File: src/design/shc_map.vh
// Constants, offsets and timing for the stacklight headroom controller
`ifndef SHC_MAP_VH
`define SHC_MAP_VH
// Register byte offsets on the AXI4-Lite bus
`define SHC_A_MODE   8'h00
`define SHC_A_PAT    8'h04
`define SHC_A_COLOR  8'h08
`define SHC_A_BRIGHT 8'h0C
`define SHC_A_DATA   8'h10
`define SHC_A_CTRL   8'h14
`define SHC_A_STAT   8'h18
`define SHC_A_PWM    8'h1C
`define SHC_A_LUX    8'h20
// Mode codes
`define SHC_M_DEMO   3'h0
`define SHC_M_TEMP   3'h1
`define SHC_M_HUM    3'h2
`define SHC_M_STACK  3'h3
`define SHC_M_CAL    3'h4
`define SHC_M_FULL   3'h5
// Pattern codes
`define SHC_P_ON     3'h0
`define SHC_P_OFF    3'h1
`define SHC_P_BLINK  3'h2
`define SHC_P_TEMP   3'h3
`define SHC_P_STACK  3'h4
`define SHC_P_RUN    3'h5
`define SHC_P_LEVEL  3'h6
`define SHC_P_LAST   3'h6
// Control register bits
`define SHC_C_DYN    0
`define SHC_C_HOFF   1
// Reset values
`define SHC_RST_BRIGHT 8'hFF
`define SHC_RST_COLOR  3'h7
`define SHC_RST_DATA   24'h00_0014
`define SHC_DEMO_DATA  24'h05_0514
// Brightness and current steps
`define SHC_MID_CODE  7'h40
`define SHC_MIN_CODE  7'h01
`define SHC_CAL_B0    8'h7F
`define SHC_CAL_B1    8'h9F
`define SHC_CAL_B2    8'hFF
// Residue targets in mV, tolerance in mV
`define SHC_TGT_LOW   12'h0FA
`define SHC_TGT_MID   12'h15E
`define SHC_TGT_HIGH  12'h1F4
`define SHC_TOL_MV    12'h014
// PWM start table and ceiling
`define SHC_PWM_ST0   8'h50
`define SHC_PWM_ST1   8'h3C
`define SHC_PWM_ST2   8'h14
`define SHC_PWM_MAX   8'h64
`define SHC_PWM_PER   7'h63
// Chain geometry and timing
`define SHC_NLED      5'h13
`define SHC_TOP_BIT   5'h17
`define SHC_DIV_LAST  2'h3
`define SHC_DIV_RISE  2'h2
`define SHC_CLK_NS    10
`define SHC_TICK_NS   1000000
`define SHC_DEMO_TK   16'h0BB8
`define SHC_POLL_TK   16'h0064
`define SHC_BLINK_U   4'hA
`define SHC_RESP_OK   2'h0
`define SHC_RESP_ERR  2'h2
`endif

File: src/design/shc_top.v
// Stacklight headroom controller: patterns, LED chain, supply PWM calibration
// How it works
// Seven patterns: on, off, blink, gradient, stack, run, level
// Each stack segment: own colour, on/off/blink
// LEDs driven as one chained shift register
// Brightness bit 7 selects high current range
// Range bit set: 20 mA, clear: 2 mA
// Supply target derived from commanded current, via PWM
// Residue 350 mV below 10 mA, 500 above
// Low range adds 250 mV residue target
// Calibrate from table start, step PWM by error
// Store found value, three current steps
// Runtime: stored values or dynamic re-measure
// Headroom off drives supply to maximum
// Demo mode polls ambient light for brightness
// Auto brightness high range, floor 0.16 mA
// Other modes use master brightness
// Power-up calibrates three currents, then demo
// During calibration first LED white, varying brightness
// Demo loops all patterns with auto brightness
// Headroom regulated per colour channel
// Mode codes 1 temp .. 5 full power
// Full power forces every PWM to zero
// PWM kept within 0 to 100
// One PWM step per measurement
// Step done only within tolerance
//
// Our own choices: register access over AXI4-Lite and the register offsets.
`timescale 1ns/1ps
`include "shc_map.vh"
module shc_top #(
  parameter TICK_CYC = `SHC_TICK_NS / `SHC_CLK_NS
) (
  // Clock and reset
  input  wire        aclk,
  input  wire        aresetn,
  // AXI4-Lite write channels
  input  wire [7:0]  awaddr,
  input  wire        awvalid,
  output wire        awready,
  input  wire [31:0] wdata,
  input  wire [3:0]  wstrb,
  input  wire        wvalid,
  output wire        wready,
  output reg  [1:0]  bresp,
  output reg         bvalid,
  input  wire        bready,
  // AXI4-Lite read channels
  input  wire [7:0]  araddr,
  input  wire        arvalid,
  output wire        arready,
  output reg  [31:0] rdata,
  output reg  [1:0]  rresp,
  output reg         rvalid,
  input  wire        rready,
  // Residue voltage per colour in mV
  input  wire [11:0] red_driver_voltage_point,
  input  wire [11:0] green_driver_voltage_point,
  input  wire [11:0] blue_driver_voltage_point,
  input  wire        drv_mv_valid,
  // Ambient light sensor
  input  wire [15:0] lux_val,
  input  wire        lux_valid,
  output reg         lux_poll,
  // LED driver chain
  output reg         chain_clk,
  output reg         chain_data,
  output reg         chain_latch,
  output reg         range_high,
  output reg         meas_led_lit,
  // Supply PWM and calibration marker
  output reg  [2:0]  pwm_out,
  output reg         calibration_found_marker
);

  // Software-visible registers
  reg [2:0]  mode_r;
  reg [2:0]  pat_r;
  reg [2:0]  color_r;
  reg [7:0]  bright_r;
  reg [23:0] data_r;
  reg [1:0]  ctrl_r;
  reg [15:0] lux_r;
  // Bus holding registers
  reg        aw_hold_r;
  reg        w_hold_r;
  reg [7:0]  aw_addr_r;
  reg [31:0] w_data_r;
  reg [3:0]  w_strb_r;
  // Sequencer state: 0 calibrating, 1 running
  localparam ST_CAL = 1'b0;
  localparam ST_RUN = 1'b1;
  reg        st_r;
  reg        prev_st_r;
  reg [1:0]  cal_step_r;
  reg [1:0]  prev_step_r;
  reg        cal_go;
  reg        cal_end;
  reg [23:0] cal_r [0:2];          // Stored PWM per step {b,g,r}
  // Timing
  reg [31:0] tick_cnt_r;
  reg        tick;
  reg [15:0] demo_cnt_r;
  reg [15:0] poll_cnt_r;
  reg [2:0]  demo_pat_r;
  reg [7:0]  auto_r;
  reg [11:0] blink_cnt_r;
  reg        blink_on_r;
  reg [11:0] run_cnt_r;
  reg [4:0]  run_pos_r;
  // Chain shifter
  reg        busy_r;
  reg [4:0]  sh_led_r;
  reg [4:0]  sh_bit_r;
  reg [1:0]  div_r;
  reg        lit_pend_r;
  reg [6:0]  pwm_cnt_r;

  // Data word merged under its three low byte strobes; byte 3 does not exist
  wire [23:0] data_mrg = {w_strb_r[2] ? w_data_r[23:16] : data_r[23:16],
                          w_strb_r[1] ? w_data_r[15:8] : data_r[15:8],
                          w_strb_r[0] ? w_data_r[7:0] : data_r[7:0]};

  // Effective display settings per mode
  reg [2:0]  eff_pat;
  reg [23:0] eff_dat;
  reg [2:0]  eff_col;
  reg [7:0]  act_bright;
  reg [1:0]  cur_step;
  reg [11:0] tgt_mv;
  reg [7:0]  start_pwm;
  always @* begin
    eff_pat = pat_r;
    eff_dat = data_r;
    eff_col = color_r;
    act_bright = bright_r;
    if (st_r == ST_CAL) begin
      // First LED white, brightness walks through the steps
      case (cal_step_r)
        2'h0:    act_bright = `SHC_CAL_B0;
        2'h1:    act_bright = `SHC_CAL_B1;
        default: act_bright = `SHC_CAL_B2;
      endcase
    end else if (mode_r == `SHC_M_DEMO) begin
      eff_pat = demo_pat_r;
      eff_dat = `SHC_DEMO_DATA;
      eff_col = `SHC_RST_COLOR;
      act_bright = auto_r;
    end else if (mode_r == `SHC_M_TEMP) begin
      eff_pat = `SHC_P_TEMP;
    end else if (mode_r == `SHC_M_HUM) begin
      eff_pat = `SHC_P_LEVEL;
    end
    // Current step: low range, high below 10 mA, high above
    if (!act_bright[7])
      cur_step = 2'h0;
    else if (act_bright[6:0] < `SHC_MID_CODE)
      cur_step = 2'h1;
    else
      cur_step = 2'h2;
    // Residue target and table start from commanded current
    case (cur_step)
      2'h0: begin
        tgt_mv = `SHC_TGT_LOW;
        start_pwm = `SHC_PWM_ST0;
      end
      2'h1: begin
        tgt_mv = `SHC_TGT_MID;
        start_pwm = `SHC_PWM_ST1;
      end
      default: begin
        tgt_mv = `SHC_TGT_HIGH;
        start_pwm = `SHC_PWM_ST2;
      end
    endcase
  end

  // Headroom overrides and load of a fresh PWM set
  wire force0 = (st_r == ST_RUN) &&
                ((mode_r == `SHC_M_FULL) || ctrl_r[`SHC_C_HOFF]);
  wire load_p = (cur_step != prev_step_r) || (st_r != prev_st_r) || cal_go;
  wire [23:0] cal_word = cal_r[cur_step];
  wire adj_en = (st_r == ST_CAL) ||
                (ctrl_r[`SHC_C_DYN] && meas_led_lit && !force0);
  wire [35:0] drv_mv = {blue_driver_voltage_point,
                        green_driver_voltage_point,
                        red_driver_voltage_point};
  wire [12:0] tgt_hi = {1'b0, tgt_mv} + {1'b0, `SHC_TOL_MV};
  wire [12:0] tgt_lo = {1'b0, tgt_mv};
  wire [23:0] live_bus;
  wire [2:0]  done_bus;

  // Per colour headroom loop
  genvar ch;
  generate
    for (ch = 0; ch < 3; ch = ch + 1) begin : g_ch
      reg  [7:0]  live_r;
      reg         done_r;
      wire [12:0] mv = {1'b0, drv_mv[ch*12 +: 12]};
      wire        hi = mv > tgt_hi;
      wire        lo = (mv + {1'b0, `SHC_TOL_MV}) < tgt_lo;
      assign live_bus[ch*8 +: 8] = live_r;
      assign done_bus[ch] = done_r;
      // Too much residue raises PWM, which lowers the supply
      always @(posedge aclk) begin
        if (!aresetn) begin
          live_r <= `SHC_PWM_ST0;
          done_r <= 1'b0;
        end else if (load_p) begin
          live_r <= (st_r == ST_CAL) ? start_pwm : cal_word[ch*8 +: 8];
          done_r <= 1'b0;
        end else if (adj_en && drv_mv_valid) begin
          if (hi && live_r < `SHC_PWM_MAX)
            live_r <= live_r + 8'h01;
          else if (lo && live_r != 8'h00)
            live_r <= live_r - 8'h01;
          done_r <= !hi && !lo;
        end
      end
      // Supply PWM, 100 slots per period
      always @(posedge aclk) begin
        if (!aresetn)
          pwm_out[ch] <= 1'b0;
        else
          pwm_out[ch] <= !force0 && ({1'b0, pwm_cnt_r} < live_r);
      end
    end
  endgenerate

  // Calibration sequencer and step memory
  always @(posedge aclk) begin
    if (!aresetn) begin
      st_r <= ST_CAL;
      prev_st_r <= ST_CAL;
      prev_step_r <= 2'h0;
      cal_step_r <= 2'h0;
      cal_end <= 1'b0;
      calibration_found_marker <= 1'b0;
      cal_r[0] <= {3{`SHC_PWM_ST0}};
      cal_r[1] <= {3{`SHC_PWM_ST1}};
      cal_r[2] <= {3{`SHC_PWM_ST2}};
    end else begin
      prev_st_r <= st_r;
      prev_step_r <= cur_step;
      cal_end <= 1'b0;
      calibration_found_marker <= 1'b0;
      if (cal_go) begin
        st_r <= ST_CAL;
        cal_step_r <= 2'h0;
      end else if (st_r == ST_CAL && (&done_bus) && !load_p) begin
        cal_r[cal_step_r] <= live_bus;
        calibration_found_marker <= 1'b1;
        if (cal_step_r == 2'h2) begin
          st_r <= ST_RUN;
          cal_end <= 1'b1;
        end else begin
          cal_step_r <= cal_step_r + 2'h1;
        end
      end
    end
  end

  // Tick, demo rotation, poll, blink and run timers
  always @(posedge aclk) begin
    if (!aresetn) begin
      tick_cnt_r <= 32'h0000_0000;
      tick <= 1'b0;
      demo_cnt_r <= 16'h0000;
      poll_cnt_r <= 16'h0000;
      demo_pat_r <= `SHC_P_ON;
      auto_r <= `SHC_RST_BRIGHT;
      lux_poll <= 1'b0;
      lux_r <= 16'h0000;
      blink_cnt_r <= 12'h000;
      blink_on_r <= 1'b1;
      run_cnt_r <= 12'h000;
      run_pos_r <= 5'h00;
    end else begin
      tick <= (tick_cnt_r == TICK_CYC - 1);
      tick_cnt_r <= (tick_cnt_r == TICK_CYC - 1) ? 32'h0000_0000
                                                 : tick_cnt_r + 32'h0000_0001;
      lux_poll <= 1'b0;
      if (lux_valid) begin
        lux_r <= lux_val;
        // High range only, never below the minimum current code
        auto_r <= {1'b1, (lux_val[15:9] < `SHC_MIN_CODE) ? `SHC_MIN_CODE
                                                          : lux_val[15:9]};
      end
      if (tick) begin
        if (mode_r == `SHC_M_DEMO && st_r == ST_RUN) begin
          poll_cnt_r <= poll_cnt_r + 16'h0001;
          if (poll_cnt_r == `SHC_POLL_TK) begin
            poll_cnt_r <= 16'h0000;
            lux_poll <= 1'b1;
          end
          demo_cnt_r <= demo_cnt_r + 16'h0001;
          if (demo_cnt_r == `SHC_DEMO_TK) begin
            demo_cnt_r <= 16'h0000;
            demo_pat_r <= (demo_pat_r == `SHC_P_LAST) ? `SHC_P_ON
                                                      : demo_pat_r + 3'h1;
          end
        end
        // Blink: on and off times in units of ten ticks
        blink_cnt_r <= blink_cnt_r + 12'h001;
        if (blink_cnt_r >= (blink_on_r ? eff_dat[23:16] : eff_dat[15:8]) * `SHC_BLINK_U) begin
          blink_cnt_r <= 12'h000;
          blink_on_r <= !blink_on_r;
        end
        run_cnt_r <= run_cnt_r + 12'h001;
        if (run_cnt_r >= eff_dat[7:0] * `SHC_BLINK_U) begin
          run_cnt_r <= 12'h000;
          run_pos_r <= (run_pos_r == `SHC_NLED) ? 5'h00 : run_pos_r + 5'h01;
        end
      end
    end
  end

  // Colour mask {r,g,b} of the LED being shifted
  wire [2:0] seg = sh_led_r[4:2];
  wire [3:0] seg_cfg = eff_dat[seg*4 +: 4];
  reg  [2:0] mask;
  always @* begin
    mask = 3'h0;
    if (st_r == ST_CAL) begin
      mask = (sh_led_r == 5'h00) ? 3'h7 : 3'h0;
    end else begin
      case (eff_pat)
        `SHC_P_ON:    mask = ({3'h0, sh_led_r} < eff_dat[7:0]) ? eff_col : 3'h0;
        `SHC_P_OFF:   mask = 3'h0;
        `SHC_P_BLINK: mask = (blink_on_r && {3'h0, sh_led_r} < eff_dat[7:0])
                             ? eff_col : 3'h0;
        `SHC_P_TEMP: begin
          // Cold blue at the bottom, green middle, red top
          if (sh_led_r >= eff_dat[4:0]) mask = 3'h0;
          else if (seg < 3'h2)          mask = 3'h1;
          else if (seg == 3'h2)         mask = 3'h2;
          else                          mask = 3'h4;
        end
        `SHC_P_STACK: mask = (seg_cfg[0] && !blink_on_r) ? 3'h0 : seg_cfg[3:1];
        `SHC_P_RUN:   mask = (sh_led_r == run_pos_r) ? eff_col : 3'h0;
        `SHC_P_LEVEL: mask = (sh_led_r < eff_dat[4:0]) ? eff_col : 3'h0;
        default:      mask = 3'h0;
      endcase
    end
  end

  // Bit sent: bits 23..16 red, 15..8 green, 7..0 blue
  wire [1:0] sh_ch = (sh_bit_r > 5'h0F) ? 2'h2 : (sh_bit_r > 5'h07) ? 2'h1 : 2'h0;
  wire [7:0] sh_byte = mask[sh_ch] ? {1'b0, act_bright[6:0]} : 8'h00;

  // Chain shifter, one frame per tick, last LED first
  always @(posedge aclk) begin
    if (!aresetn) begin
      busy_r <= 1'b0;
      sh_led_r <= `SHC_NLED;
      sh_bit_r <= `SHC_TOP_BIT;
      div_r <= 2'h0;
      chain_clk <= 1'b0;
      chain_data <= 1'b0;
      chain_latch <= 1'b0;
      lit_pend_r <= 1'b0;
      meas_led_lit <= 1'b0;
      range_high <= 1'b0;
      pwm_cnt_r <= 7'h00;
    end else begin
      chain_latch <= 1'b0;
      range_high <= act_bright[7];
      pwm_cnt_r <= (pwm_cnt_r == `SHC_PWM_PER) ? 7'h00 : pwm_cnt_r + 7'h01;
      if (!busy_r) begin
        if (tick) begin
          busy_r <= 1'b1;
          sh_led_r <= `SHC_NLED;
          sh_bit_r <= `SHC_TOP_BIT;
          div_r <= 2'h0;
        end
      end else begin
        div_r <= div_r + 2'h1;
        if (div_r == 2'h0)
          chain_data <= sh_byte[sh_bit_r[2:0]];
        if (div_r == `SHC_DIV_RISE)
          chain_clk <= 1'b1;
        if (div_r == `SHC_DIV_LAST) begin
          chain_clk <= 1'b0;
          if (sh_led_r == 5'h00 && sh_bit_r == `SHC_TOP_BIT)
            lit_pend_r <= |mask;
          if (sh_bit_r != 5'h00) begin
            sh_bit_r <= sh_bit_r - 5'h01;
          end else if (sh_led_r != 5'h00) begin
            sh_bit_r <= `SHC_TOP_BIT;
            sh_led_r <= sh_led_r - 5'h01;
          end else begin
            busy_r <= 1'b0;
            chain_latch <= 1'b1;
            meas_led_lit <= lit_pend_r;
          end
        end
      end
    end
  end

  // AXI4-Lite write side: address and data taken in either order
  assign awready = !aw_hold_r && !bvalid;
  assign wready  = !w_hold_r && !bvalid;
  wire   do_wr   = aw_hold_r && w_hold_r;
  always @(posedge aclk) begin
    if (!aresetn) begin
      aw_hold_r <= 1'b0;
      w_hold_r <= 1'b0;
      aw_addr_r <= 8'h00;
      w_data_r <= 32'h0000_0000;
      w_strb_r <= 4'h0;
      bvalid <= 1'b0;
      bresp <= `SHC_RESP_OK;
      mode_r <= `SHC_M_DEMO;
      pat_r <= `SHC_P_ON;
      color_r <= `SHC_RST_COLOR;
      bright_r <= `SHC_RST_BRIGHT;
      data_r <= `SHC_RST_DATA;
      ctrl_r <= 2'h1;
      cal_go <= 1'b0;
    end else begin
      cal_go <= 1'b0;
      if (cal_end)
        mode_r <= `SHC_M_DEMO;
      if (awvalid && awready) begin
        aw_hold_r <= 1'b1;
        aw_addr_r <= awaddr;
      end
      if (wvalid && wready) begin
        w_hold_r <= 1'b1;
        w_data_r <= wdata;
        w_strb_r <= wstrb;
      end
      if (bvalid && bready)
        bvalid <= 1'b0;
      if (do_wr) begin
        aw_hold_r <= 1'b0;
        w_hold_r <= 1'b0;
        bvalid <= 1'b1;
        bresp <= `SHC_RESP_OK;
        if (aw_addr_r == `SHC_A_MODE) begin
          if (w_strb_r[0]) begin
            mode_r <= w_data_r[2:0];
            cal_go <= (w_data_r[2:0] == `SHC_M_CAL);
          end
        end else if (aw_addr_r == `SHC_A_PAT) begin
          if (w_strb_r[0]) pat_r <= w_data_r[2:0];
        end else if (aw_addr_r == `SHC_A_COLOR) begin
          if (w_strb_r[0]) color_r <= w_data_r[2:0];
        end else if (aw_addr_r == `SHC_A_BRIGHT) begin
          if (w_strb_r[0]) bright_r <= w_data_r[7:0];
        end else if (aw_addr_r == `SHC_A_DATA) begin
          data_r <= data_mrg;
        end else if (aw_addr_r == `SHC_A_CTRL) begin
          if (w_strb_r[0]) ctrl_r <= w_data_r[1:0];
        end else if (aw_addr_r == `SHC_A_STAT || aw_addr_r == `SHC_A_PWM ||
                     aw_addr_r == `SHC_A_LUX) begin
          bresp <= `SHC_RESP_OK;
        end else begin
          bresp <= `SHC_RESP_ERR;
        end
      end
    end
  end

  // AXI4-Lite read side: one-cycle answer
  assign arready = !rvalid;
  always @(posedge aclk) begin
    if (!aresetn) begin
      rvalid <= 1'b0;
      rdata <= 32'h0000_0000;
      rresp <= `SHC_RESP_OK;
    end else if (arvalid && arready) begin
      rvalid <= 1'b1;
      rresp <= `SHC_RESP_OK;
      if (araddr == `SHC_A_MODE)        rdata <= {29'h0, mode_r};
      else if (araddr == `SHC_A_PAT)    rdata <= {29'h0, pat_r};
      else if (araddr == `SHC_A_COLOR)  rdata <= {29'h0, color_r};
      else if (araddr == `SHC_A_BRIGHT) rdata <= {24'h0, bright_r};
      else if (araddr == `SHC_A_DATA)   rdata <= {8'h00, data_r};
      else if (araddr == `SHC_A_CTRL)   rdata <= {30'h0, ctrl_r};
      else if (araddr == `SHC_A_STAT)
        rdata <= {16'h0, act_bright, 1'b0, done_bus, cur_step, st_r, meas_led_lit};
      else if (araddr == `SHC_A_PWM)
        rdata <= {8'h00, force0 ? 24'h00_0000 : live_bus};
      else if (araddr == `SHC_A_LUX)    rdata <= {16'h0, lux_r};
      else begin
        rdata <= 32'h0000_0000;
        rresp <= `SHC_RESP_ERR;
      end
    end else if (rvalid && rready) begin
      rvalid <= 1'b0;
    end
  end

endmodule

File: config.mk
export PLATFORM = sky130hd
export DESIGN_NAME = shc_top
export DESIGN_NICKNAME = d
export VERILOG_FILES = /design/src/design/shc_top.v
export VERILOG_INCLUDE_DIRS = /design/src /design/src/design
export SDC_FILE = /design/constraint.sdc
export NUM_CORES = 1
export LEC_CHECK = 0
export BUFFER_PORTS_ARGS = -buffer_cell sky130_fd_sc_hd__buf_2
export CORE_ASPECT_RATIO = 0.5
export CORE_MARGIN = 8
export CORE_UTILIZATION = 60
export CTS_CLUSTER_DIAMETER = 40
export DETAILED_ROUTE_END_ITERATION = 16
export PLACE_DENSITY_LB_ADDON = 0.05
export SLEW_MARGIN = 20
export SYNTH_ARGS = -nofsm -noshare
export SYNTH_HDL_FRONTEND = slang
export SYNTH_SLANG_ARGS = --single-unit
File: constraint.sdc
create_clock -name aclk -period 9.9 [get_ports aclk]
set_input_delay 0.99 -clock aclk [delete_from_list [all_inputs] [get_ports aclk]]
set_output_delay 0.99 -clock aclk [all_outputs]
set_load 0.005 [all_outputs]
==> results.cfg <==
[yosys]
avgSynthCellArea_sq_um = 8.65
synth-simple-area-share = 0.216
synth_xor_xnor_area_share = 0.0583
synth_area_leader_cell = dfxtp_1
yosys.area.top_type_share = 0.287
ys.flop_type = dfxtp_1
syn_area_sq_mm = 0.0206
yosysSeqAreaShare = 0.392
yosys-top-cells-area = dfxtp_1 (29%), edfxtp_1 (11%), ha_1 (8.5%), nand2_1 (5.3%), nor2_1 (4.7%)
synth.ff_latch_count = 367
synth_most_common_cell = dfxtp_1
synth_compound_area_frac = 0.149
yosysWarnings = 0
yosysUniqueCellTypes = 91
synth_enable_flop_cells = 72
synth-async-reset-ratio = 0
yosys-top-cells-count = dfxtp_1 (295), nand2_1 (290), nor2_1 (256)
synth_fa_ha_area_frac = 0.0904
syn_inst = 2379
synth.area.mux_share = 0.0494
synth_top_family_by_area = simple AND/OR/NAND/NOR gates

[floorplan]
die-area_sq_mm = 0.0409
die_w_microns = 278
rows = 48
core_area_sq_mm = 0.0341
dieHeight_microns = 147
num_io_pins = 164
initial_utilization = 0.603

[sta]
final_hold_viol_count = 0
min_period_over_period = 0.680
period_needed_ns = 6.74
relSlewSlack = 0.260
fmax_mhz = 148
drv_slew = 0
setup_viol = 0
tns_ns = 0
holdWs_ns = 0.435
rsz0062_at_grt = no
timing.final.ws_setup_ns = 3.16
fin_skew_ns = 0.0278
worst_pin_slew_ns = 1.10

[grt]
grt_remaining_overflow = 0
grt_pass1_wl_microns = 89700
antenna_found_initial = 0
grt.total_usage = 0.265
grt_max_degree = 85
grt_pass1_vias = 17000

[worst_setup_path]
startpoint = st_r$_SDFFE_PP0P_
rrSetupSlack_ns = 3.16
cp_slowest_cell = dfxtp_1
slowest_delay_ns = 0.62
cp-start-kind = register
reg2reg_depth = 21
r2r-start = st_r$_SDFFE_PP0P_
critPathRequiredTime_ns = 10.28
timing.critical_path.to = g_ch[1].live_r[7]$_SDFFE_PN0P_
path_cells = buf_4 -> clkinv_1 -> o31ai_4 -> inv_1 -> nand2b_1 -> inv_1 -> ha_1 -> o21a_1 -> o21ai_0 -> a31o_2 -> a31oi_1 -> nand2_1 -> ha_1 -> a21o_1 -> a21oi_1 -> o21bai_1 -> a2111oi_0 -> nor3_1 -> or4_1 -> o211ai_1 -> a221oi_1
cp_max_fo = 30
endpoint_kind = register
arrival_ns = 7.12
timing.rr.end = g_ch[1].live_r[7]$_SDFFE_PN0P_
critPathKind = reg -> reg

[power]
p_leak_nw = 9.88
netSwitchingFraction = 0.298
p_total_w = 0.00400
p_switching_w = 0.00119
intPower_w = 0.00281
pwr-share-seq = 0.427
clockPowerShare = 0.386
power_frac_comb = 0.187
power_density_mw_per_mm2 = 175
peakVddDrop_mv = 0.112

[clock_tree]
clock_path_buffers = 3
cts_buffers = 38
post-cts-setup-buffer-count = 0
cts.sinks = 367
cts_max_level = 2
clk_latency_ns = 0.56
postCtsHoldBufs = 0
cts_resized = 0
tritoncts = yes
path_clk_slew_ns = 0.06
cts_root_buffer = clkbuf_16

[drt]
first_pass_iters = 8
first_iter_violations = 1628
totalWireLength_microns = 55700
drc_errors = 0
postRouteAntennaNets = 0
detail_route.wl_per_cell_microns = 18.9
viasPerCell = 5.97
vias = 17600

[flow_run]
drv_cap = 0

[place]
gp_congestion = 0.911
post-place-ws_ns = 3.33
io_buffers = 144
detailed_place_hpwl_microns = 40000

[outcome]
outcome = finished, final reports clean

[layout]
syn_to_final_growth_pct = 11.1
antenna_cells = 0
nets = 2729
drive_above_1_share = 0.108

[min_path]
hold_depth = 1
hold_path_class = reg -> reg
## worst max-delay path, delay by kind of cell, from the launching register on
family,cells,cell delay (ns)
AOI/OAI and AO/OA,11,2.37
buffers and inverters,4,1.40
and+or+nand+nor,4,1.36
adders and majority gates,2,0.77
DFF,1,0.62
## kinds of logic after synthesis
kind of cell	Yosys count
AO/OA/AOI/OAI	475
XOR/XNOR	137
adder cells (fa/ha/maj)	146
buffers and inverters	222
flip-flops	367
multiplexers	97
other	1
AND/OR/NAND/NOR	934
## worst min-delay path by stage
stage               slack [ns]                  endpoint                     start
floorplan                 0.41  tick_cnt_r[0]$_SDFF_PP0_  tick_cnt_r[0]$_SDFF_PP0_
global placement          0.43  tick_cnt_r[0]$_SDFF_PP0_  tick_cnt_r[0]$_SDFF_PP0_
detailed placement        0.43  tick_cnt_r[0]$_SDFF_PP0_  tick_cnt_r[0]$_SDFF_PP0_
CTS                       0.44  tick_cnt_r[0]$_SDFF_PP0_  tick_cnt_r[0]$_SDFF_PP0_
global route              0.46  tick_cnt_r[0]$_SDFF_PP0_  tick_cnt_r[0]$_SDFF_PP0_
finish                    0.43  tick_cnt_r[0]$_SDFF_PP0_  tick_cnt_r[0]$_SDFF_PP0_
## registers in the layout (all words and copies together) (netlist names), 5 cells and up
signal	cells
data_r	24
bright_r	8
poll_cnt_r	16
run_cnt_r	12
auto_r	7
sh_bit_r	5
g_ch.live_r	24
lux_r	16
sh_led_r	5
run_pos_r	5
blink_cnt_r	12
demo_cnt_r	16
tick_cnt_r	32
w_data_r	24
aw_addr_r	8
rdata	24
cal_r	72
pwm_cnt_r	7
## layout make-up
| type | count | area [sq um] |
|---|---|---|
| multi-input cells | 1799 | 11700 |
| fillers | 2886 | 11200 |
| flip-flops and latches | 367 | 8070 |
| clock buffers | 44 | 993 |
| repair buffers | 166 | 886 |
| well taps | 450 | 563 |
| inverters | 99 | 374 |
| clock inverters | 25 | 333 |
## per-layer routing
metal / wire (microns) / share of wire / up-vias / GRT usage
li1: - / - / 8619 / -
met1: 24400 / 0.44 / 8413 / 0.345
met2: 26800 / 0.48 / 508 / 0.463
met3: 3410 / 0.061 / 78 / 0.0386
met4: 1020 / 0.018 / 0 / 0.0628
met5: 0 / 0 / - / 0
## metrics by stage
step | std cells | utilization | cell area, sq um
after floorplan | 2388 | - | 20600
after global placement | 2881 | 0.632 | 21600
after detailed placement | 2881 | 0.632 | 21600
after CTS | 2950 | 0.671 | 22900
after global routing | 2950 | 0.671 | 22900
final | 2950 | 0.671 | 22900
## placed cells by master, fill, tap and decap left out, drive strengths merged, types with 10 or more instances in the layout
cell type  count
a222oi        13
nor2b         19
a21oi        183
and2          15
xnor2         59
nor4          22
o211ai        14
a211oi        22
nand3         82
clkbuf        44
or4           11
nor3          51
nor2         257
a31oi         21
clkinv        10
or3           17
ha           140
nand2        291
o21bai        10
nand4         34
nand4b        10
dfxtp        295
edfxtp        72
and3          60
a21o          33
a22oi         12
conb          10
o21ai         82
mux2i         87
nand2b        38
xor2          78
buf          166
inv          105
## power groups by stage
stage,combinational (W),clock [W],sequential [W]
2_1_floorplan,0.000583,0,0.00167
3_3_place_gp,0.000718,0,0.00173
3_5_place_dp,0.000737,0,0.00174
4_1_cts,0.000743,0.00156,0.00170
5_1_grt,0.000845,0.00162,0.00171
6_report,0.000750,0.00154,0.00171
Note: power is estimated with default switching activity, not from simulation.
